$ cat config.mk
export PLATFORM = sky130hd
export DESIGN_NAME = cpu_register_set_flags
export DESIGN_NICKNAME = d
export VERILOG_FILES = /design/src/flag_update.v /design/src/cpu_register_set_flags.v
export VERILOG_INCLUDE_DIRS = /design/src
export SDC_FILE = /design/constraint.sdc
export NUM_CORES = 1
export LEC_CHECK = 0
export ABC_AREA = 0
export BUFFER_PORTS_ARGS = -buffer_cell sky130_fd_sc_hd__clkbuf_2
export CAP_MARGIN = 20
export CORE_MARGIN = 4
export CORE_UTILIZATION = 40
export CTS_CLUSTER_SIZE = 30
export DETAILED_ROUTE_END_ITERATION = 10
export GPL_ROUTABILITY_DRIVEN = 0
export PLACE_DENSITY_LB_ADDON = 0.05
export RECOVER_POWER = 25
export SYNTH_ARGS = -nofsm -noshare
export SYNTH_HDL_FRONTEND = slang
export SYNTH_SLANG_ARGS = --single-unit
$ cat constraint.sdc
create_clock -name CLOCK -period 5.3 [get_ports CLOCK]
set_clock_uncertainty 0.15 [all_clocks]
set_input_delay 0.795 -clock CLOCK [delete_from_list [all_inputs] [get_ports CLOCK]]
set_output_delay 0.795 -clock CLOCK [all_outputs]
set_load 0.1 [all_outputs]
$ cat src/cpu_core_regs.vh
// Purpose: Shared constants of the CPU register set: offsets, fields, resets, codes
// Assumes: Included by its bare name from the design files
// Notes:   Definitions only
`ifndef CPU_CORE_REGS_VH
`define CPU_CORE_REGS_VH

// Register word offsets on the register bus
`define OFS_ACC        8'h00
`define OFS_INDEX      8'h04
`define OFS_STACK      8'h08
`define OFS_IP         8'h0c
`define OFS_FLAGS      8'h10
`define OFS_STATUS     8'h14

// Flag register bit positions
`define FLG_V          7
`define FLG_ONE6       6
`define FLG_ONE5       5
`define FLG_H          4
`define FLG_I          3
`define FLG_N          2
`define FLG_Z          1
`define FLG_C          0

// Reset values
`define SP_RESET       16'h00ff
`define SP_LOW_RESET   8'hff
`define VEC_RESET      16'hfffe
`define ACC_RESET      8'h00
`define INDEX_RESET    16'h0000
`define IP_RESET       16'h0000

// Sequencer operation codes
`define OP_NOP         4'h0
`define OP_ALU         4'h1
`define OP_LDX         4'h2
`define OP_FETCH       4'h3
`define OP_JUMP        4'h4
`define OP_RSP         4'h5
`define OP_CLI         4'h6
`define OP_SEI         4'h7
`define OP_PUSH_INDEX_HIGH_OP        4'h8
`define OP_PULL_INDEX_HIGH_OP        4'h9
`define OP_RTI         4'ha
`define OP_ADDR        4'hb
`define OP_BRANCH      4'hc
`define OP_LDSP        4'hd

// Arithmetic sub-operations
`define ALU_ADD        3'h0
`define ALU_ADC        3'h1
`define ALU_SUB        3'h2
`define ALU_SBC        3'h3
`define ALU_AND        3'h4
`define ALU_LOAD       3'h5
`define ALU_LSL        3'h6
`define ALU_DAA        3'h7

// Signed branch conditions
`define BR_GT          2'h0
`define BR_GE          2'h1
`define BR_LE          2'h2
`define BR_LT          2'h3

// Stacked byte counts
`define IRQ_STACK_BYTES 3'h5
`define ONE_STACK_BYTE  3'h1

// Bus responses
`define RESP_OKAY      2'b00
`define RESP_DECERR    2'b11

`endif

$ cat src/flag_update.v
// Purpose: Arithmetic result and condition flags for one accumulator operation
// Assumes: Purely combinational, used by the register set
// Notes:   upd_* say which of V, H and C the operation changes; N and Z always change
`timescale 1ns/1ps
`include "cpu_core_regs.vh"
module flag_update (
	// Operation
	input  wire [2:0] op,
	input  wire [7:0] a,
	input  wire [7:0] m,
	input  wire       cin,
	input  wire       hin,
	// Result
	output reg  [7:0] result,
	output reg        v,
	output reg        h,
	output wire       n,
	output wire       z,
	output reg        c,
	output reg        upd_v,
	output reg        upd_h,
	output reg        upd_c
);
	reg [8:0] wide;
	reg [4:0] low;
	reg       cy;
	reg [7:0] corr;

	always @* begin
		wide   = 9'h000;
		low    = 5'h00;
		cy     = (op == `ALU_ADC || op == `ALU_SBC) ? cin : 1'b0;
		corr   = 8'h00;
		result = 8'h00;
		v      = 1'b0;
		h      = hin;
		c      = cin;
		upd_v  = 1'b0;
		upd_h  = 1'b0;
		upd_c  = 1'b0;
		case (op)
			`ALU_ADD, `ALU_ADC: begin
				wide   = {1'b0, a} + {1'b0, m} + {8'h00, cy};
				low    = {1'b0, a[3:0]} + {1'b0, m[3:0]} + {4'h0, cy};
				result = wide[7:0];
				h      = low[4];
				c      = wide[8];
				v      = (a[7] & m[7] & ~result[7]) | (~a[7] & ~m[7] & result[7]);
				upd_v  = 1'b1;
				upd_h  = 1'b1;
				upd_c  = 1'b1;
			end
			`ALU_SUB, `ALU_SBC: begin
				wide   = {1'b0, a} - {1'b0, m} - {8'h00, cy};
				result = wide[7:0];
				c      = wide[8];
				v      = (a[7] & ~m[7] & ~result[7]) | (~a[7] & m[7] & result[7]);
				upd_v  = 1'b1;
				upd_c  = 1'b1;
			end
			`ALU_AND: begin
				result = a & m;
				upd_v  = 1'b1;
			end
			`ALU_LOAD: begin
				result = m;
				upd_v  = 1'b1;
			end
			`ALU_LSL: begin
				result = {a[6:0], 1'b0};
				c      = a[7];
				v      = a[7] ^ a[6];
				upd_v  = 1'b1;
				upd_c  = 1'b1;
			end
			default: begin
				// Decimal adjust picks its correction from H, C and the digits
				if (hin || a[3:0] > 4'h9)
					corr[3:0] = 4'h6;
				if (cin || a > 8'h99 || (a[7:4] > 4'h8 && a[3:0] > 4'h9))
					corr[7:4] = 4'h6;
				result = a + corr;
				c      = cin | (corr[7:4] != 4'h0);
				upd_c  = 1'b1;
			end
		endcase
	end

	assign n = result[7];
	assign z = (result == 8'h00);
endmodule

$ cat src/cpu_register_set_flags.v
// Purpose: Programmer-visible CPU registers, flag logic, stacking and vector loads
// Assumes: Sequencer, interrupt sources and memory share CLOCK; memory reads are combinational
// Notes:   Registers are also reachable over AXI4-Lite for software and debug
// Behaviour
// - Accumulator is 8 bits, holds operands and takes arithmetic and logic results.
// - Index pair is high and low bytes forming a 16-bit address or data.
// - Reset sets the stack pointer to 00ff.
// - Stack low byte reset op forces low byte ff, high byte kept.
// - Stack pointer names next free location; push decrements, pull increments.
// - Stack-relative operand address is stack pointer plus 8-bit or 16-bit offset.
// - Instruction pointer steps on each fetch; jumps and interrupts load new address.
// - Reset loads instruction pointer from fffe high and ffff low.
// - Flag register bits 6 and 5 always read one.
// - Overflow flag follows signed overflow; signed branches test it.
// - Half carry is the carry from bit 3 into 4 on adds.
// - Decimal adjust chooses correction from half carry and carry.
// - Mask set blocks maskable interrupts; mask clear accepts them.
// - Interrupt entry stacks registers, then sets mask, then fetches vector.
// - Interrupt entry never stacks index high byte; dedicated ops do.
// - With mask clear, highest-priority pending request is serviced first.
// - Return from interrupt pulls registers and flags, restoring the mask.
// - Reset sets the mask; only the mask clear op and a return from interrupt clear it.
// - Negative flag copies result bit 7.
// - Zero flag set for a zero result, cleared otherwise.
// - Carry takes add carry, subtract borrow, and shift updates.
`timescale 1ns/1ps
`include "cpu_core_regs.vh"
module cpu_register_set_flags #(
	parameter IRQ_LINES = 4,
	parameter IRQ_ID_W  = 2
) (
	// Clock and reset
	input  wire                 CLOCK,
	input  wire                 RSTN,
	// AXI4-Lite write
	input  wire                 AWVALID,
	output wire                 AWREADY,
	input  wire [7:0]           AWADDR,
	input  wire                 WVALID,
	output wire                 WREADY,
	input  wire [31:0]          WDATA,
	input  wire [3:0]           WSTRB,
	output reg                  BVALID,
	input  wire                 BREADY,
	output reg  [1:0]           BRESP,
	// AXI4-Lite read
	input  wire                 ARVALID,
	output wire                 ARREADY,
	input  wire [7:0]           ARADDR,
	output reg                  RVALID,
	input  wire                 RREADY,
	output reg  [31:0]          RDATA,
	output reg  [1:0]           RRESP,
	// Sequencer operations
	input  wire                 OP_VALID,
	output wire                 OP_READY,
	input  wire [3:0]           OP_CODE,
	input  wire [2:0]           OP_SEL,
	input  wire [7:0]           OP_DATA,
	input  wire [15:0]          OP_WIDE,
	output reg  [15:0]          OP_ADDR,
	output reg                  BRANCH_TAKEN,
	output wire                 BUSY,
	output wire [7:0]           FLAGS,
	// Interrupts
	input  wire [IRQ_LINES-1:0] IRQ_REQ,
	input  wire                 BOUNDARY,
	output reg                  IRQ_ACK,
	output reg  [IRQ_ID_W-1:0]  IRQ_ACK_ID,
	// Memory
	output reg  [15:0]          MEM_ADDR,
	output reg                  MEM_RE,
	output reg                  MEM_WE,
	output reg  [7:0]           MEM_WDATA,
	input  wire [7:0]           MEM_RDATA
);
	localparam [1:0] ST_RUN  = 2'd0;
	localparam [1:0] ST_VEC  = 2'd1;
	localparam [1:0] ST_PUSH = 2'd2;
	localparam [1:0] ST_PULL = 2'd3;

	reg [7:0]          acc;
	reg [7:0]          idx_hi;
	reg [7:0]          idx_lo;
	reg [15:0]         sp;
	reg [15:0]         ip;
	reg                flag_v;
	reg                flag_h;
	reg                flag_i;
	reg                flag_n;
	reg                flag_z;
	reg                flag_c;
	reg [1:0]          state;
	reg [2:0]          step;
	reg                one_byte;
	reg [15:0]         vec_addr;
	reg                aw_held;
	reg                w_held;
	reg [7:0]          wr_addr;
	reg [31:0]         wr_data;
	reg [3:0]          wr_strb;
	reg [7:0]          flags_byte;
	reg [IRQ_ID_W-1:0] irq_id;
	integer            k;

	wire [7:0] alu_result;
	wire       alu_v;
	wire       alu_h;
	wire       alu_n;
	wire       alu_z;
	wire       alu_c;
	wire       upd_v;
	wire       upd_h;
	wire       upd_c;
	wire [2:0] stack_count;
	wire       irq_start;
	wire       op_go;
	wire       wr_allow;
	wire       wr_commit;
	wire       signed_lt;
	wire [15:0] addr_base;
	wire [15:0] irq_vec;

	function mapped;
		input [7:0] a;
		begin
			mapped = (a == `OFS_ACC) || (a == `OFS_INDEX) || (a == `OFS_STACK) ||
			         (a == `OFS_IP) || (a == `OFS_FLAGS) || (a == `OFS_STATUS);
		end
	endfunction

	function [15:0] merge16;
		input [15:0] old;
		input [15:0] d;
		input [1:0]  strb;
		begin
			merge16 = {strb[1] ? d[15:8] : old[15:8], strb[0] ? d[7:0] : old[7:0]};
		end
	endfunction

	flag_update u_flag_update (
		.op     (OP_SEL),
		.a      (acc),
		.m      (OP_DATA),
		.cin    (flag_c),
		.hin    (flag_h),
		.result (alu_result),
		.v      (alu_v),
		.h      (alu_h),
		.n      (alu_n),
		.z      (alu_z),
		.c      (alu_c),
		.upd_v  (upd_v),
		.upd_h  (upd_h),
		.upd_c  (upd_c)
	);

	always @* begin
		flags_byte            = 8'h00;
		flags_byte[`FLG_V]    = flag_v;
		flags_byte[`FLG_ONE6] = 1'b1;
		flags_byte[`FLG_ONE5] = 1'b1;
		flags_byte[`FLG_H]    = flag_h;
		flags_byte[`FLG_I]    = flag_i;
		flags_byte[`FLG_N]    = flag_n;
		flags_byte[`FLG_Z]    = flag_z;
		flags_byte[`FLG_C]    = flag_c;
	end

	// Lowest request index has the highest priority
	always @* begin
		irq_id = {IRQ_ID_W{1'b0}};
		for (k = IRQ_LINES - 1; k >= 0; k = k - 1)
			if (IRQ_REQ[k])
				irq_id = k[IRQ_ID_W-1:0];
	end

	assign irq_vec     = `VEC_RESET - {{(15-IRQ_ID_W){1'b0}}, irq_id, 1'b0} - 16'h0002;
	assign FLAGS       = flags_byte;
	assign BUSY        = (state != ST_RUN);
	assign irq_start   = (state == ST_RUN) && BOUNDARY && !flag_i && (|IRQ_REQ);
	assign OP_READY    = (state == ST_RUN) && !irq_start;
	assign op_go       = OP_VALID && OP_READY;
	assign wr_allow    = (state == ST_RUN) && !OP_VALID && !irq_start;
	assign wr_commit   = aw_held && w_held && !BVALID && wr_allow;
	assign stack_count = one_byte ? `ONE_STACK_BYTE : `IRQ_STACK_BYTES;
	assign signed_lt   = flag_n ^ flag_v;
	assign addr_base   = OP_SEL[1] ? {idx_hi, idx_lo} : sp;
	assign AWREADY     = !aw_held;
	assign WREADY      = !w_held;
	assign ARREADY     = !RVALID;

	always @(posedge CLOCK or negedge RSTN) begin
		if (!RSTN) begin
			acc          <= `ACC_RESET;
			{idx_hi, idx_lo} <= `INDEX_RESET;
			sp           <= `SP_RESET;
			ip           <= `IP_RESET;
			flag_v       <= 1'b0;
			flag_h       <= 1'b0;
			flag_i       <= 1'b1;
			flag_n       <= 1'b0;
			flag_z       <= 1'b0;
			flag_c       <= 1'b0;
			state        <= ST_VEC;
			step         <= 3'd0;
			one_byte     <= 1'b0;
			vec_addr     <= `VEC_RESET;
			OP_ADDR      <= 16'h0000;
			BRANCH_TAKEN <= 1'b0;
			IRQ_ACK      <= 1'b0;
			IRQ_ACK_ID   <= {IRQ_ID_W{1'b0}};
			MEM_ADDR     <= 16'h0000;
			MEM_RE       <= 1'b0;
			MEM_WE       <= 1'b0;
			MEM_WDATA    <= 8'h00;
		end else begin
			MEM_RE  <= 1'b0;
			MEM_WE  <= 1'b0;
			IRQ_ACK <= 1'b0;
			case (state)
				ST_VEC: begin
					// Vector fetch, high byte first
					case (step)
						3'd0: begin
							MEM_ADDR <= vec_addr;
							MEM_RE   <= 1'b1;
							step     <= 3'd1;
						end
						3'd1: begin
							ip[15:8] <= MEM_RDATA;
							MEM_ADDR <= vec_addr + 16'h0001;
							MEM_RE   <= 1'b1;
							step     <= 3'd2;
						end
						default: begin
							ip[7:0] <= MEM_RDATA;
							state   <= ST_RUN;
							step    <= 3'd0;
						end
					endcase
				end
				ST_PUSH: begin
					if (step < stack_count) begin
						MEM_ADDR <= sp;
						MEM_WE   <= 1'b1;
						sp       <= sp - 16'h0001;
						step     <= step + 3'd1;
						if (one_byte)
							MEM_WDATA <= idx_hi;
						else begin
							case (step)
								3'd0:    MEM_WDATA <= ip[7:0];
								3'd1:    MEM_WDATA <= ip[15:8];
								3'd2:    MEM_WDATA <= idx_lo;
								3'd3:    MEM_WDATA <= acc;
								default: MEM_WDATA <= flags_byte;
							endcase
						end
					end else if (one_byte) begin
						state <= ST_RUN;
						step  <= 3'd0;
					end else begin
						// Mask rises only after the stacking, before the vector read
						flag_i <= 1'b1;
						state  <= ST_VEC;
						step   <= 3'd0;
					end
				end
				ST_PULL: begin
					if (step != 3'd0) begin
						if (one_byte)
							idx_hi <= MEM_RDATA;
						else begin
							case (step)
								3'd1: begin
									flag_v <= MEM_RDATA[`FLG_V];
									flag_h <= MEM_RDATA[`FLG_H];
									flag_i <= MEM_RDATA[`FLG_I];
									flag_n <= MEM_RDATA[`FLG_N];
									flag_z <= MEM_RDATA[`FLG_Z];
									flag_c <= MEM_RDATA[`FLG_C];
								end
								3'd2:    acc       <= MEM_RDATA;
								3'd3:    idx_lo    <= MEM_RDATA;
								3'd4:    ip[15:8]  <= MEM_RDATA;
								default: ip[7:0]   <= MEM_RDATA;
							endcase
						end
					end
					if (step < stack_count) begin
						sp       <= sp + 16'h0001;
						MEM_ADDR <= sp + 16'h0001;
						MEM_RE   <= 1'b1;
						step     <= step + 3'd1;
					end else begin
						state <= ST_RUN;
						step  <= 3'd0;
					end
				end
				default: begin
					if (irq_start) begin
						state      <= ST_PUSH;
						one_byte   <= 1'b0;
						step       <= 3'd0;
						vec_addr   <= irq_vec;
						IRQ_ACK    <= 1'b1;
						IRQ_ACK_ID <= irq_id;
					end else if (op_go) begin
						case (OP_CODE)
							`OP_ALU: begin
								acc    <= alu_result;
								flag_n <= alu_n;
								flag_z <= alu_z;
								if (upd_v)
									flag_v <= alu_v;
								if (upd_h)
									flag_h <= alu_h;
								if (upd_c)
									flag_c <= alu_c;
							end
							`OP_LDX: begin
								idx_hi <= OP_WIDE[15:8];
								idx_lo <= OP_WIDE[7:0];
							end
							`OP_FETCH: ip <= ip + 16'h0001;
							`OP_JUMP:  ip <= OP_WIDE;
							`OP_RSP:   sp[7:0] <= `SP_LOW_RESET;
							`OP_CLI:   flag_i <= 1'b0;
							`OP_SEI:   flag_i <= 1'b1;
							`OP_LDSP:  sp <= OP_WIDE;
							`OP_PUSH_INDEX_HIGH_OP: begin
								state    <= ST_PUSH;
								one_byte <= 1'b1;
								step     <= 3'd0;
							end
							`OP_PULL_INDEX_HIGH_OP: begin
								state    <= ST_PULL;
								one_byte <= 1'b1;
								step     <= 3'd0;
							end
							`OP_RTI: begin
								state    <= ST_PULL;
								one_byte <= 1'b0;
								step     <= 3'd0;
							end
							`OP_ADDR: begin
								if (OP_SEL[0])
									OP_ADDR <= addr_base + OP_WIDE;
								else
									OP_ADDR <= addr_base + {8'h00, OP_DATA};
							end
							`OP_BRANCH: begin
								case (OP_SEL[1:0])
									`BR_GT:  BRANCH_TAKEN <= !(flag_z | signed_lt);
									`BR_GE:  BRANCH_TAKEN <= !signed_lt;
									`BR_LE:  BRANCH_TAKEN <= flag_z | signed_lt;
									default: BRANCH_TAKEN <= signed_lt;
								endcase
							end
							default: ;
						endcase
					end else if (wr_commit) begin
						// Software writes never touch the mask
						case (wr_addr)
							`OFS_ACC: begin
								if (wr_strb[0])
									acc <= wr_data[7:0];
							end
							`OFS_INDEX: {idx_hi, idx_lo} <= merge16({idx_hi, idx_lo}, wr_data[15:0], wr_strb[1:0]);
							`OFS_STACK: sp <= merge16(sp, wr_data[15:0], wr_strb[1:0]);
							`OFS_IP:    ip <= merge16(ip, wr_data[15:0], wr_strb[1:0]);
							`OFS_FLAGS: begin
								if (wr_strb[0]) begin
									flag_v <= wr_data[`FLG_V];
									flag_h <= wr_data[`FLG_H];
									flag_n <= wr_data[`FLG_N];
									flag_z <= wr_data[`FLG_Z];
									flag_c <= wr_data[`FLG_C];
								end
							end
							default: ;
						endcase
					end
				end
			endcase
		end
	end

	// Register bus channels
	always @(posedge CLOCK or negedge RSTN) begin
		if (!RSTN) begin
			aw_held <= 1'b0;
			w_held  <= 1'b0;
			wr_addr <= 8'h00;
			wr_data <= 32'h00000000;
			wr_strb <= 4'h0;
			BVALID  <= 1'b0;
			BRESP   <= `RESP_OKAY;
			RVALID  <= 1'b0;
			RDATA   <= 32'h00000000;
			RRESP   <= `RESP_OKAY;
		end else begin
			if (AWVALID && !aw_held) begin
				aw_held <= 1'b1;
				wr_addr <= {AWADDR[7:2], 2'b00};
			end
			if (WVALID && !w_held) begin
				w_held  <= 1'b1;
				wr_data <= WDATA;
				wr_strb <= WSTRB;
			end
			if (wr_commit) begin
				aw_held <= 1'b0;
				w_held  <= 1'b0;
				BVALID  <= 1'b1;
				BRESP   <= mapped(wr_addr) ? `RESP_OKAY : `RESP_DECERR;
			end else if (BVALID && BREADY)
				BVALID <= 1'b0;
			if (ARVALID && !RVALID) begin
				RVALID <= 1'b1;
				RRESP  <= mapped({ARADDR[7:2], 2'b00}) ? `RESP_OKAY : `RESP_DECERR;
				case ({ARADDR[7:2], 2'b00})
					`OFS_ACC:    RDATA <= {24'h000000, acc};
					`OFS_INDEX:  RDATA <= {16'h0000, idx_hi, idx_lo};
					`OFS_STACK:  RDATA <= {16'h0000, sp};
					`OFS_IP:     RDATA <= {16'h0000, ip};
					`OFS_FLAGS:  RDATA <= {24'h000000, flags_byte};
					`OFS_STATUS: RDATA <= {{(24-IRQ_LINES){1'b0}}, IRQ_REQ, 5'h00, state, BUSY};
					default:     RDATA <= 32'h00000000;
				endcase
			end else if (RVALID && RREADY)
				RVALID <= 1'b0;
		end
	end
endmodule

# After elaboration in Yosys (flattened, before gate mapping)
# Index checks and enable logic that the tools add are counted.
[totals] reg_bits=194 inputBits=104 output_inout_bits=97 wordCells=423
[classes] addsub=16 magnitude_cmp=4 n_eq_ne=66 muxes=169 bitwise=24 n_reduce_logical=109
[ops] cell="8-bit 2-to-1 mux" n=31
[ops] cell="16-bit 2-to-1 mux" n=15
[ops] cell="16-bit one-hot mux with 3 select lines" n=3
[ops] cell="16-bit one-hot mux with 6 select lines" n=1
[ops] cell="1-bit 2-to-1 mux" n=75
[ops] cell="16-bit one-hot mux with 2 select lines" n=2
[ops] cell="8-bit one-hot mux with 2 select lines" n=4
[ops] cell="16-bit by 1-bit adder with 16-bit output, second input constant" n=3
[ops] cell="4-bit nonzero test" n=12
[ops] cell="8-bit one-hot mux with 5 select lines" n=1
[ops] cell="10-bit AND reduction" n=4
[ops] cell="9-bit AND reduction" n=4
[ops] cell="8-bit one-hot mux with 4 select lines" n=1
[ops] cell="3-bit nonzero test" n=10
[ops] cell="4-bit equality test, second input constant" n=6
[ops] cell="6-bit by 2-bit equality test with 1-bit output, second input constant" n=4
[ops] cell="6-bit by 3-bit equality test with 1-bit output, second input constant" n=4
[ops] cell="3-bit by 1-bit inequality test with 1-bit output, second input constant" n=8
[ops] cell="8-bit AND reduction" n=3
[ops] cell="2-bit 2-to-1 mux" n=11
[ops] cell="3-bit 2-to-1 mux" n=7
[ops] cell="2-bit inequality test, second input constant" n=10
[ops] cell="16-bit adder" n=1
[ops] cell="16-bit by 8-bit adder with 16-bit output" n=1
[ops] cell="other kinds (57)" n=167

# Logic depth before layout (Yosys ltp)
# Gate-level depths: netlist of the first run.
[depth] depth_word=13 mapped_depth=16 mapped_depth_nobuf=13

# By module
# From an unflattened synthesis of the first run, not the netlist that was laid out.
[hier_totals] hier_cells=1507 hier_area_um2=13060.0
[by_module_without_submodules] mod="cpu_register_set_flags" instances=1 cells_per_inst=1283 area_per_inst_um2=11338.4 seq_area_each_um2=4095.2
[by_module_without_submodules] mod="flag_update" instances=1 cells_per_inst=224 area_per_inst_um2=1721.7 seq_area_each_um2=0.0

# Worst setup path after synthesis of the first run
# No wires, ideal clock.
[synth_timing] path_type="input to register" start="in OP_SEL[1]" end="reg OP_ADDR[14]" setup_time_ps=136 arrival_time_ps=3921 required_time_ps=5014 path_slack_ps=1093 cell_stages=13 cell_sequence="clkbuf_1 -> buf_2 -> buf_2 -> buf_1 -> mux2_2 -> ha_1 -> o21ai_0 -> a21oi_1 -> or4_1 -> a31oi_1 -> o2111ai_1 -> mux2i_1 -> o311ai_1"
[synth_via] elab_chain_cells=3 elab_cells_between_ends=4 classes_between="add/sub (2); mux (2)"
[synth_rtl] item="start: declaration" line="cpu_register_set_flags.v:58" text="input wire [2:0] OP_SEL,"
[synth_rtl] item="16-bit 2-to-1 mux (*)" line="cpu_register_set_flags.v:188" text="assign addr_base = OP_SEL[1] ? {idx_hi, idx_lo} : sp;"
[synth_rtl] item="16-bit by 8-bit adder with 16-bit output or 16-bit adder (tied branches)" line="cpu_register_set_flags.v:351, cpu_register_set_flags.v:349"
[synth_rtl] item="16-bit 2-to-1 mux (*)" line="cpu_register_set_flags.v:348" text="if (OP_SEL[0])"
[synth_rtl] item="end signal: assignment" line="cpu_register_set_flags.v:349" text="OP_ADDR <= addr_base + OP_WIDE;"
[synth_rtl] item="end signal: assignment" line="cpu_register_set_flags.v:351" text="OP_ADDR <= addr_base + {8'h00, OP_DATA};"
[synth_rtl] item="end: declaration" line="cpu_register_set_flags.v:61" text="output reg [15:0] OP_ADDR,"
# Mark *: on every way between the ends. The rest lies on a longest branch, timed or not.
# A chain may end at the register's enable or synchronous reset.

# Final worst setup path of the first run
[layout_timing] start="in OP_SEL[2]" end="reg flag_z"
[layout_via] elab_chain_cells=10 elab_cells_between_ends=19 classes_between="add/sub (2); eq/ne (6); mux (6); reduce/logical (5)"
[layout_rtl] item="3-bit by 1-bit equality test with 1-bit output or 3-bit by 2-bit equality test with 1-bit output (tied branches)" line="flag_update.v:41" text="case (op)"
[layout_rtl] item="1-bit logical OR (no line)"
[layout_rtl] item="1-bit 2-to-1 mux" line="flag_update.v:32" text="cy = (op == `ALU_ADC || op == `ALU_SBC) ? cin : 1'b0;"
[layout_rtl] item="9-bit by 1-bit subtractor with 9-bit output or 9-bit by 1-bit adder with 9-bit output (tied branches)" line="flag_update.v:54, flag_update.v:43"
[layout_rtl] item="8-bit one-hot mux with 5 select lines (*)" line="flag_update.v:41"
[layout_rtl] item="8-bit zero test (*)" line="flag_update.v:90" text="assign z = (result == 8'h00);"
[layout_rtl] item="1-bit 2-to-1 mux (*)" line="cpu_register_set_flags.v:310" text="case (OP_CODE)"
[layout_rtl] item="1-bit 2-to-1 mux (*)" line="cpu_register_set_flags.v:309" text="end else if (op_go) begin"
[layout_rtl] item="1-bit 2-to-1 mux (*)" line="cpu_register_set_flags.v:302" text="if (irq_start) begin"
[layout_rtl] item="1-bit one-hot mux with 2 select lines (*)" line="cpu_register_set_flags.v:221" text="case (state)"
[layout_rtl] item="end signal: assignment" line="cpu_register_set_flags.v:281" text="flag_z <= MEM_RDATA[`FLG_Z];"
[layout_rtl] item="end signal: assignment" line="cpu_register_set_flags.v:314" text="flag_z <= alu_z;"
[layout_rtl] item="end signal: assignment" line="cpu_register_set_flags.v:378" text="flag_z <= wr_data[`FLG_Z];"
[layout_rtl] item="end: declaration" line="cpu_register_set_flags.v:91" text="reg flag_z;"
# Mark *: on every way between the ends. The rest lies on a longest branch, timed or not. The select of a mux whose other input is x is not followed.

==> results of run 1 <==
[worst min path at each step]
| stage | start | cells after the start | end | slack, ps |
|---|---|---|---|---|
| 6_report | RSTN | 1 | OP_ADDR[2]$_DFFE_PN0P_ | 170 |
| 5_1_grt | RSTN | 1 | OP_ADDR[2]$_DFFE_PN0P_ | 220 |
| 4_1_cts | RSTN | 1 | OP_ADDR[2]$_DFFE_PN0P_ | 210 |
| 3_5_place_dp | IRQ_ACK_ID[0]$_DFFE_PN0P_ | 1 | IRQ_ACK_ID[0]$_DFFE_PN0P_ | 320 |
| 3_3_place_gp | RDATA[0]$_DFFE_PN0P_ | 2 | RDATA[0]$_DFFE_PN0P_ | 310 |
| 2_1_floorplan | vec_addr[3]$_DFFE_PN1P_ | 2 | vec_addr[3]$_DFFE_PN1P_ | 310 |
[sequential cells by signal (all words and copies together), names as in the netlist, 16 cells and up]
register and flops:
OP_ADDR 16, MEM_ADDR 16, RDATA 16, wr_data 16, sp 16, ip 16
[kinds of logic after synthesis]
logic type                 Yosys count  synth area share, %
DFF                                163                 32.4
xor gates and xnor gates            48                 3.32
AOI/OAI and AO/OA                  467                 23.6
muxes                               93                 8.84
other                                2               0.0593
buffers and inverters              201                 6.93
and+or+nand+nor                    468                 18.0
adders and majority gates           66                 6.88
[critical path: stages]
cell and delay [ps]:
clkbuf_2 90, clkinv_1 270, nand3_1 240, inv_1 70, fa_1 530, inv_1 60
ha_1 160, o21ai_0 360, a31o_2 220, a21oi_1 70, o32a_1 370, or4_1 570
nor4_2 160, a21o_1 140
[cell type report]
type / instances / share of cell area, %
well taps: 396 / 3.50
inverters: 71 / 1.88
clock inverters: 15 / 1.19
repair buffers: 180 / 6.75
diodes: 1 / 0.0177
multi-input cells: 1160 / 54.7
flip-flops and latches: 163 / 28.9
clock buffers: 17 / 3.00
[layer usage]
metal  wire length [µm]  vias to the layer above  global-route usage (%)
met1              21100                     5796                    38.6
met4               1390                        2                    9.36
met5                 13                        -                       0
li1                   -                     5619                       -
met2              20300                      492                    39.8
met3               3550                       72                    5.32
[cells in the final DEF (no fill, tap or decap), types with 16 or more instances in the layout]
cell | synthesis | routed
nand2_1 | 194 | 194
o21ai_0 | 146 | 145
a21oi_1 | 99 | 98
nor2_1 | 71 | 71
clkbuf_2 | 0 | 161
dfrtp_1 | 150 | 150
nor3_1 | 37 | 37
a31oi_1 | 16 | 16
nand3_1 | 42 | 42
ha_1 | 60 | 59
xor2_1 | 24 | 24
clkbuf_16 | 0 | 17
xnor2_1 | 24 | 24
buf_4 | 26 | 16
inv_1 | 68 | 68
o211ai_1 | 24 | 24
conb_1 | 2 | 18
a21o_1 | 21 | 21
mux2_2 | 70 | 70
and3_1 | 16 | 16
a22oi_1 | 25 | 25
[stage by stage]
stage	hold WS [ps]	instance area, µm²	cells	worst slack [ps]
6_report	168	14200	2003	1430
5_1_grt	216	14200	2002	1180
4_1_cts	205	14200	2001	1460
3_5_place_dp	319	13600	1969	987
3_3_place_gp	311	13600	1968	982
2_1_floorplan	311	12700	1524	1090
[power breakdown]
| part | switching [µW] | leakage (µW) | internal [µW] |
|---|---|---|---|
| sequential | 916 | 0.00201 | 1820 |
| clock | 599 | 0.000290 | 708 |
| combinational | 4340 | 0.00399 | 1930 |
| total | 5860 | 0.00629 | 4460 |
==> run_results.csv, run 1 <==
group,metric,value,unit
status,status,"complete, but fails checks",
status,violations,"max-capacitance violations, max-slew violations",
clock_tree,cts_tree,"built",
clock_tree,cts_setup_buffers,0,
drt,ant_nets,0,
worst_setup_path,r2r-start,"state[0]$_DFFE_PN1P_",
sta,tightestPinTransition,2580,ps
power_and_ir_drop,ir_drop,0.381,mV
min_path,min-delay-path-class,"input pin to async pin",
clock_tree,hold_buffers,0,
clock_tree,cts_made_buffers,17,
sta,rsz0062_at_grt,"false",
worst_setup_path,end_kind,"flip-flop",
drt,drtIter0Drc,1042,
drt,drc_errors,0,
grt,grt-ovfl-total,0,
synthesis,post-synth-top-area-fraction,29.7,%
floorplan,coreArea,30900,µm²
synthesis,async_reset_ff_share,100,%
layout,synthToLayoutAreaGrowth,11.9,%
clock_tree,cts_resized,0,
placed_design,dp_hpwl,35500,µm
floorplan,die_h,186,µm
worst_setup_path,crit_required,5550,ps
layout,drive_gt1_share,19.9,%
clock_tree,clock-sinks,163,
synthesis,ys_top_cells_by_count,"nand2_1 (194), dfrtp_1 (150), o21ai_0 (146)",
drt,vias,12000,
grt,grt_pass1_vias,11100,
floorplan,num_rows,64,
worst_setup_path,setup.worst_path.end,"flag_z$_DFFE_PN0P_",
drt,detail_route.first_pass.iterations,8,
floorplan,start_util,40.9,%
placed_design,portBuffers,160,
grt,track_usage,26.7,%
floorplan,die_area,34500,µm²
sta,finalHoldViolCount,0,
worst_setup_path,start_kind,"input pin",
synthesis,yosysMostFrequentCell,"nand2_1",
synthesis,ys_warn_count,0,
synthesis,ys_top_cells_by_area,"dfrtp_1 (30%), mux2_2 (6.2%), ha_1 (5.9%), o21ai_0 (5.8%), nand2_1 (5.8%)",
sta,setup_violations,0,
grt,grt_max_degree,98,
sta,min_period,3870,ps
sta,max_freq,259,MHz
layout,num-fill-cells,3152,
layout,nNetsFinal,1763,
floorplan,num_io_pins,201,
clock_tree,cts.htree.levels,4,
synthesis,seq_area_frac_synth,32.4,%
worst_setup_path,critPathMaxFanout,10,
layout,final_util,45.8,%
synthesis,synth_edf_count,0,
floorplan,die_w,186,µm
sta,drv_slew,98,
synthesis,ys_ff_latch,163,
worst_setup_path,crit_start,"OP_SEL[2]",
clock_tree,root_buffer,"clkbuf_16",
run,maxCapViolations,1,
worst_setup_path,path_class,"input pin to flip-flop",
drt,avgViaCountPerCell,5.98,
sta,final.setup.tns,0,ps
power_and_ir_drop,finalPower,10300,µW
synthesis,synthCells,1508,
worst_setup_path,reg2reg_slack,1620,ps
sta,slew_headroom,-71.8,%
layout,regArea,4100,µm²
drt,drt-total-wl,46300,µm
worst_setup_path,r2r-end,"sp[8]$_DFFE_PN0P_",
clock_tree,clk_pin_slew,70,ps
worst_setup_path,worst_r2r_path_depth,9,
grt,antenna_found_initial,1,
synthesis,netlist_area,12700,µm²
synthesis,synth_ff_type,"dfrtp_1",
synthesis,synth_top_area_cell,"dfrtp_1",
layout,multi_input_area,7750,µm²
grt,grt_pass1_wl,69800,µm
worst_setup_path,critPathArrivalTime,4110,ps
drt,avgRoutedWirePerCell,23.1,µm
clock_tree,clkLatencyLatePin,460,ps
power_and_ir_drop,power.leakage,0.00629,µW
sta,period_share,72.9,%
synthesis,ys_types,81,
clock_tree,ctsLongestPathBuffers,2,
power_and_ir_drop,power.density,729,nW/µm²
synthesis,avgSynthCellArea,8.39,µm²
No activity file was read; power rests on OpenSTA's default activity.
==> inputs of run 2 (changes only) <==
==> constraint.sdc (replaced) <==
create_clock -name CLOCK -period 3.1 [get_ports CLOCK]
set_clock_uncertainty 0.15 [all_clocks]
set_input_delay 0.465 -clock CLOCK [delete_from_list [all_inputs] [get_ports CLOCK]]
set_output_delay 0.465 -clock CLOCK [all_outputs]
set_load 0.1 [all_outputs]
==> run_results.csv, run 2 (synthesized netlist as in run 1, its figures left out) <==
group,metric,value,unit
drt,ant_nets,0,
sta,min_period,3130,ps
worst_setup_path,cp_num_buf_inv,2,
layout,multi_input_area,7890,µm²
sta,drv_slew,0,
worst_setup_path,critPathArrivalTime,3370,ps
worst_setup_path,reg2reg_slack,-30,ps
grt,grt_pass1_vias,12000,
clock_tree,cts.htree.levels,4,
clock_tree,ctsLongestPathBuffers,2,
power_and_ir_drop,power.leakage,0.00700,µW
run,maxCapViolations,0,
clock_tree,cts_tree,"built",
worst_setup_path,path_class,"flip-flop to flip-flop",
grt,grt_pass1_wl,73400,µm
floorplan,die_w,186,µm
grt,grt-ovfl-total,0,
placed_design,placed_cell_area,14700,µm²
drt,detail_route.first_pass.iterations,6,
floorplan,num_io_pins,201,
grt,track_usage,27.9,%
layout,finalNonFillerCells,2141,
layout,stdcell_area,15400,µm²
worst_setup_path,end_kind,"flip-flop",
power_and_ir_drop,finalPower,19100,µW
placed_design,dp_cells,2106,
drt,vias,12600,
floorplan,die_h,186,µm
min_path,min-delay-path-class,"input pin to flip-flop",
drt,drt-total-wl,48200,µm
sta,whs,46.2,ps
floorplan,num_rows,64,
grt,grt_max_degree,59,
sta,period_share,101,%
worst_setup_path,start_kind,"flip-flop",
sta,slew_headroom,7.80,%
floorplan,start_util,40.9,%
clock_tree,root_buffer,"clkbuf_16",
worst_setup_path,cp_slowest_cell,"fa_1",
clock_tree,clock-sinks,163,
power_and_ir_drop,power.density,1240,nW/µm²
grt,antenna_found_initial,1,
layout,final_cell_mix,"nand2_1 (194), clkbuf_2 (159), buf_4 (152)",
layout,num-fill-cells,3037,
sta,worst_slack,-32.0,ps
status,violations,"negative setup slack",
layout,final_common_cell,"nand2_1",
worst_setup_path,crit_path_cell_trace,"nand3_4 -> inv_2 -> fa_1 -> inv_1 -> ha_2 -> o21ai_2 -> a31o_2 -> a21oi_1 -> o32a_1 -> or4_4 -> nor4_4 -> a21o_1",
status,status,"complete, but fails checks",
sta,tightestPinTransition,1380,ps
layout,synthToLayoutAreaGrowth,21.6,%
layout,diodes,0,
layout,regArea,4100,µm²
sta,finalHoldViolCount,0,
drt,avgViaCountPerCell,5.90,
drt,avgRoutedWirePerCell,22.5,µm
clock_tree,clkLatencyLatePin,450,ps
sta,setup_violations,1,
worst_setup_path,critPathMaxFanout,3,
floorplan,die_area,34500,µm²
sta,rsz0062_at_grt,"true",
floorplan,coreArea,30900,µm²
drt,drc_errors,0,
power_and_ir_drop,ir_drop,0.816,mV
sta,max_freq,319,MHz
worst_setup_path,crit_family,"compound AO/OA/AOI/OAI gates",
layout,final_util,49.8,%
drt,drtIter0Drc,1270,
placed_design,dp_hpwl,38000,µm
placed_design,portBuffers,160,
layout,nNetsFinal,1902,
clock_tree,clk_pin_slew,70,ps
worst_setup_path,cp_slowest_stage_delay,510,ps
clock_tree,cts_made_buffers,17,
worst_setup_path,crit_required,3340,ps
layout,drive_gt1_share,27.6,%
[run 2: changes by cell type in the layout (fill, tap and decap cells not counted), moves of 3 or more]
cell | before | now
buf_12 | 0 | 3
o21ai_1 | 0 | 3
clkinv_4 | 3 | 0
buf_4 | 16 | 152
a21oi_1 | 98 | 94
o21ai_0 | 145 | 140
inv_6 | 8 | 3
a21oi_2 | 1 | 5
ha_1 | 59 | 56
[run 2: metal layers]
metal	share of wire, %	track usage, %	vias up	wire, µm
met5	0.027	0	-	13
met4	3.1	8.89	2	1510
met3	8.1	4.67	88	3920
met2	44	42.8	554	21300
met1	44	40.1	6089	21400
li1	-	-	5896	-
[run 2: cell type report]
class                   count  share of cell area (%)
inverters                  71                    1.73
clock buffers              20                    2.90
multi-input cells        1160                    51.3
repair buffers            319                    13.3
clock inverters            12                    1.00
flip-flops and latches    163                    26.6
well taps                 396                    3.22
[run 2: through the flow]
step	setup slack, ps	TNS (ps)
finish	-32.0	-32.0
CTS	-65.6	-85.6
detailed placement	-352	-1630
floorplan	-248	-460
global route	-166	-2240
global placement	-279	-1150
[run 2: power by group]
part	internal [µW]	leakage, µW	switching, µW
clock network	1290	0.000287	953
registers	3120	0.00201	1200
logic	4320	0.00470	8190
total	8730	0.00700	10300
[run 2: worst paths after layout]
| kind | start | end | cells past startpoint |
|---|---|---|---|
| max | flag_c$_DFFE_PN0P_ | flag_z$_DFFE_PN0P_ | 12 |
| min | BREADY | BVALID$_DFFE_PN0P_ | 2 |
| max reg2reg | flag_c$_DFFE_PN0P_ | flag_z$_DFFE_PN0P_ | 12 |
| min reg2reg | RDATA[9]$_DFFE_PN0P_ | RDATA[9]$_DFFE_PN0P_ | 2 |
| max in group asynchronous | RSTN | wr_data[12]$_DFFE_PN0P_ | 3 |
| min in group asynchronous | RSTN | OP_ADDR[2]$_DFFE_PN0P_ | 2 |
[run 2: repair_timing]
item	CTS	global route
hold endpoints to repair	52	0
setup endpoints to repair	4	16
pin swaps	5	4
cloned	0	0
hold buffers	1	0
buffers inserted	1	0
resized for setup	5	16
==> inputs of run 3 (changes only) <==
--- a/config.mk
+++ b/config.mk
@@ -18,4 +18,5 @@
 export RECOVER_POWER = 25
 export SYNTH_ARGS = -nofsm -noshare
 export SYNTH_HDL_FRONTEND = slang
+export SYNTH_HIERARCHICAL = 1
 export SYNTH_SLANG_ARGS = --single-unit
==> run_results.csv, run 3 <==
group,metric,value,unit
floorplan,start_util,41.0,%
worst_setup_path,start_kind,"flip-flop",
layout,final_util,50.5,%
layout,synthToLayoutAreaGrowth,23.4,%
layout,diodes,0,
synthesis,avgSynthCellArea,8.67,µm²
worst_setup_path,path_class,"flip-flop to flip-flop",
sta,slew_headroom,-29.5,%
clock_tree,cts_made_buffers,17,
sta,max_freq,287,MHz
layout,final_common_cell,"buf_4",
worst_setup_path,crit_path_cell_trace,"nand2_1 -> or2_4 -> fa_2 -> ha_4 -> or4b_4 -> o221ai_2 -> nand2_1 -> o311ai_1 -> mux2_1 -> a211o_1 -> nand2b_1 -> a21oi_1 -> a21oi_1",
sta,rsz0062_at_grt,"true",
drt,drt-total-wl,49900,µm
worst_setup_path,r2r-end,"flag_v$_DFFE_PN0P_",
synthesis,ys_types,102,
synthesis,post-synth-top-area-fraction,28.7,%
sta,whs,32.5,ps
sta,final.setup.tns,-2000,ps
clock_tree,cts_tree,"built",
synthesis,ys_top_cells_by_area,"dfrtp_1 (29%), ha_1 (5.7%), mux2_2 (5.0%), nand2_1 (4.9%), o21ai_0 (4.6%)",
worst_setup_path,crit_required,3280,ps
grt,grt-ovfl-total,0,
drt,detail_route.first_pass.iterations,6,
drt,avgViaCountPerCell,5.83,
floorplan,num_io_pins,201,
worst_setup_path,cp_slowest_stage_delay,510,ps
drt,ant_nets,0,
worst_setup_path,worst_r2r_path_depth,13,
synthesis,ys_top_cells_by_count,"nand2_1 (170), dfrtp_1 (150), o21ai_0 (121)",
power_and_ir_drop,power.density,1200,nW/µm²
clock_tree,clk_pin_slew,70,ps
drt,drtIter0Drc,1330,
worst_setup_path,critPathArrivalTime,3660,ps
worst_setup_path,end_kind,"flip-flop",
worst_setup_path,critPathMaxFanout,3,
synthesis,netlist_area,13100,µm²
status,violations,"max-capacitance violations, max-slew violations, negative setup slack",
clock_tree,ctsLongestPathBuffers,2,
layout,drive_gt1_share,30.0,%
clock_tree,root_buffer,"clkbuf_16",
power_and_ir_drop,ir_drop,0.644,mV
placed_design,dp_cells,2184,
sta,drv_slew,70,
floorplan,die_h,189,µm
layout,finalNonFillerCells,2218,
layout,num-fill-cells,3139,
sta,worst_slack,-384,ps
run,maxCapViolations,1,
sta,min_period,3480,ps
drt,avgRoutedWirePerCell,22.5,µm
grt,grt_max_degree,71,
grt,track_usage,27.6,%
worst_setup_path,cp_slowest_cell,"or4b_4",
sta,setup_violations,8,
placed_design,portBuffers,160,
layout,nNetsFinal,1941,
min_path,min-delay-path-class,"input pin to flip-flop",
synthesis,synth_ff_type,"dfrtp_1",
synthesis,synth_edf_count,0,
power_and_ir_drop,power.leakage,0.00741,µW
synthesis,seq_area_frac_synth,31.4,%
synthesis,yosysMostFrequentCell,"nand2_1",
drt,vias,12900,
grt,antenna_found_initial,0,
worst_setup_path,r2r-start,"flag_c$_DFFE_PN0P_",
grt,grt_pass1_vias,12300,
synthesis,ys_warn_count,6,
floorplan,die_w,189,µm
sta,tightestPinTransition,1940,ps
clock_tree,clock-sinks,163,
clock_tree,clkLatencyLatePin,460,ps
synthesis,async_reset_ff_share,100,%
sta,finalHoldViolCount,0,
sta,period_share,112,%
layout,final_cell_mix,"buf_4 (186), nand2_1 (170), clkbuf_2 (160)",
floorplan,coreArea,31900,µm²
grt,grt_pass1_wl,76100,µm
synthesis,synth_top_area_cell,"dfrtp_1",
placed_design,dp_hpwl,39400,µm
synthesis,synthCells,1507,
clock_tree,cts.htree.levels,4,
worst_setup_path,setup.worst_path.end,"flag_v$_DFFE_PN0P_",
floorplan,num_rows,65,
worst_setup_path,crit_start,"flag_c$_DFFE_PN0P_",
worst_setup_path,reg2reg_slack,-380,ps
status,status,"complete, but fails checks",
floorplan,die_area,35600,µm²
drt,drc_errors,0,
synthesis,ys_ff_latch,163,
[run 3: what timing repair did]
| action | 4_1_cts | 5_1_grt |
|---|---|---|
| resized for setup | 3 | 13 |
| hold buffers | 1 | 0 |
| endpoints found under the hold margin | 66 | 0 |
| endpoints found under the setup margin | 9 | 12 |
| pin swaps | 0 | 6 |
| buffers inserted | 0 | 2 |
[run 3: worst min-delay path by stage]
stage	startpoint	endpoint	slack (ps)	cells past startpoint
after floorplan	RSTN	BRANCH_TAKEN$_DFFE_PN0P_	20	0
after global placement	vec_addr[1]$_DFFE_PN1P_	vec_addr[1]$_DFFE_PN1P_	300	2
after detailed placement	vec_addr[1]$_DFFE_PN1P_	vec_addr[1]$_DFFE_PN1P_	310	2
after CTS	BREADY	BVALID$_DFFE_PN0P_	20	2
after global routing	RREADY	RVALID$_DFFE_PN0P_	40	2
final	BREADY	BVALID$_DFFE_PN0P_	30	2
[run 3: cell type report]
type                    instances  area (µm²)  area share, %
multi-input cells            1158        8300           51.5
flip-flops and latches        163        4100           25.4
repair buffers                352        2270           14.1
well taps                     435         544           3.38
clock buffers                  20         457           2.83
inverters                      79         300           1.86
clock inverters                11         153          0.947
[run 3: logic make-up after synthesis]
| family | count (synthesis) | synth area share (%) |
|---|---|---|
| AND/OR/NAND/NOR | 466 | 18.0 |
| flip-flops | 163 | 31.4 |
| XOR/XNOR | 44 | 2.95 |
| AO/OA/AOI/OAI | 458 | 24.1 |
| other | 2 | 0.0575 |
| adder cells (fa/ha/maj) | 66 | 6.67 |
| buffers and inverters | 202 | 6.88 |
| multiplexers | 106 | 9.97 |
[run 3: stage by stage]
step	setup slack (ps)	power, µW	area (µm²)
2_1_floorplan	-437	12600	13300
3_3_place_gp	-517	16800	15400
3_5_place_dp	-637	16800	15400
4_1_cts	-377	19200	16100
5_1_grt	-512	20500	16100
6_report	-384	19400	16100
[run 3: per-layer routing]
metal	part of all wire, %	global-route usage [%]	vias to the layer above
met5	0	0	-
met2	42	40.0	561
met1	47	40.8	6273
li1	-	-	6010
met3	8.2	6.22	86
met4	2.7	8.80	0
[run 3: worst max-delay path, delay by kind of cell, from the launching register on]
kind / cells / cell delay [ps]
simple gates: 5 / 1050
compound gates: 5 / 810
fa+ha+maj: 2 / 590
flops: 1 / 400
mux: 1 / 350
[run 3: power by group]
group	switching, µW	total [µW]	internal, µW
clock	975	2290	1310
combinational	8560	13000	4490
sequential	980	4070	3090
total	10500	19400	8890
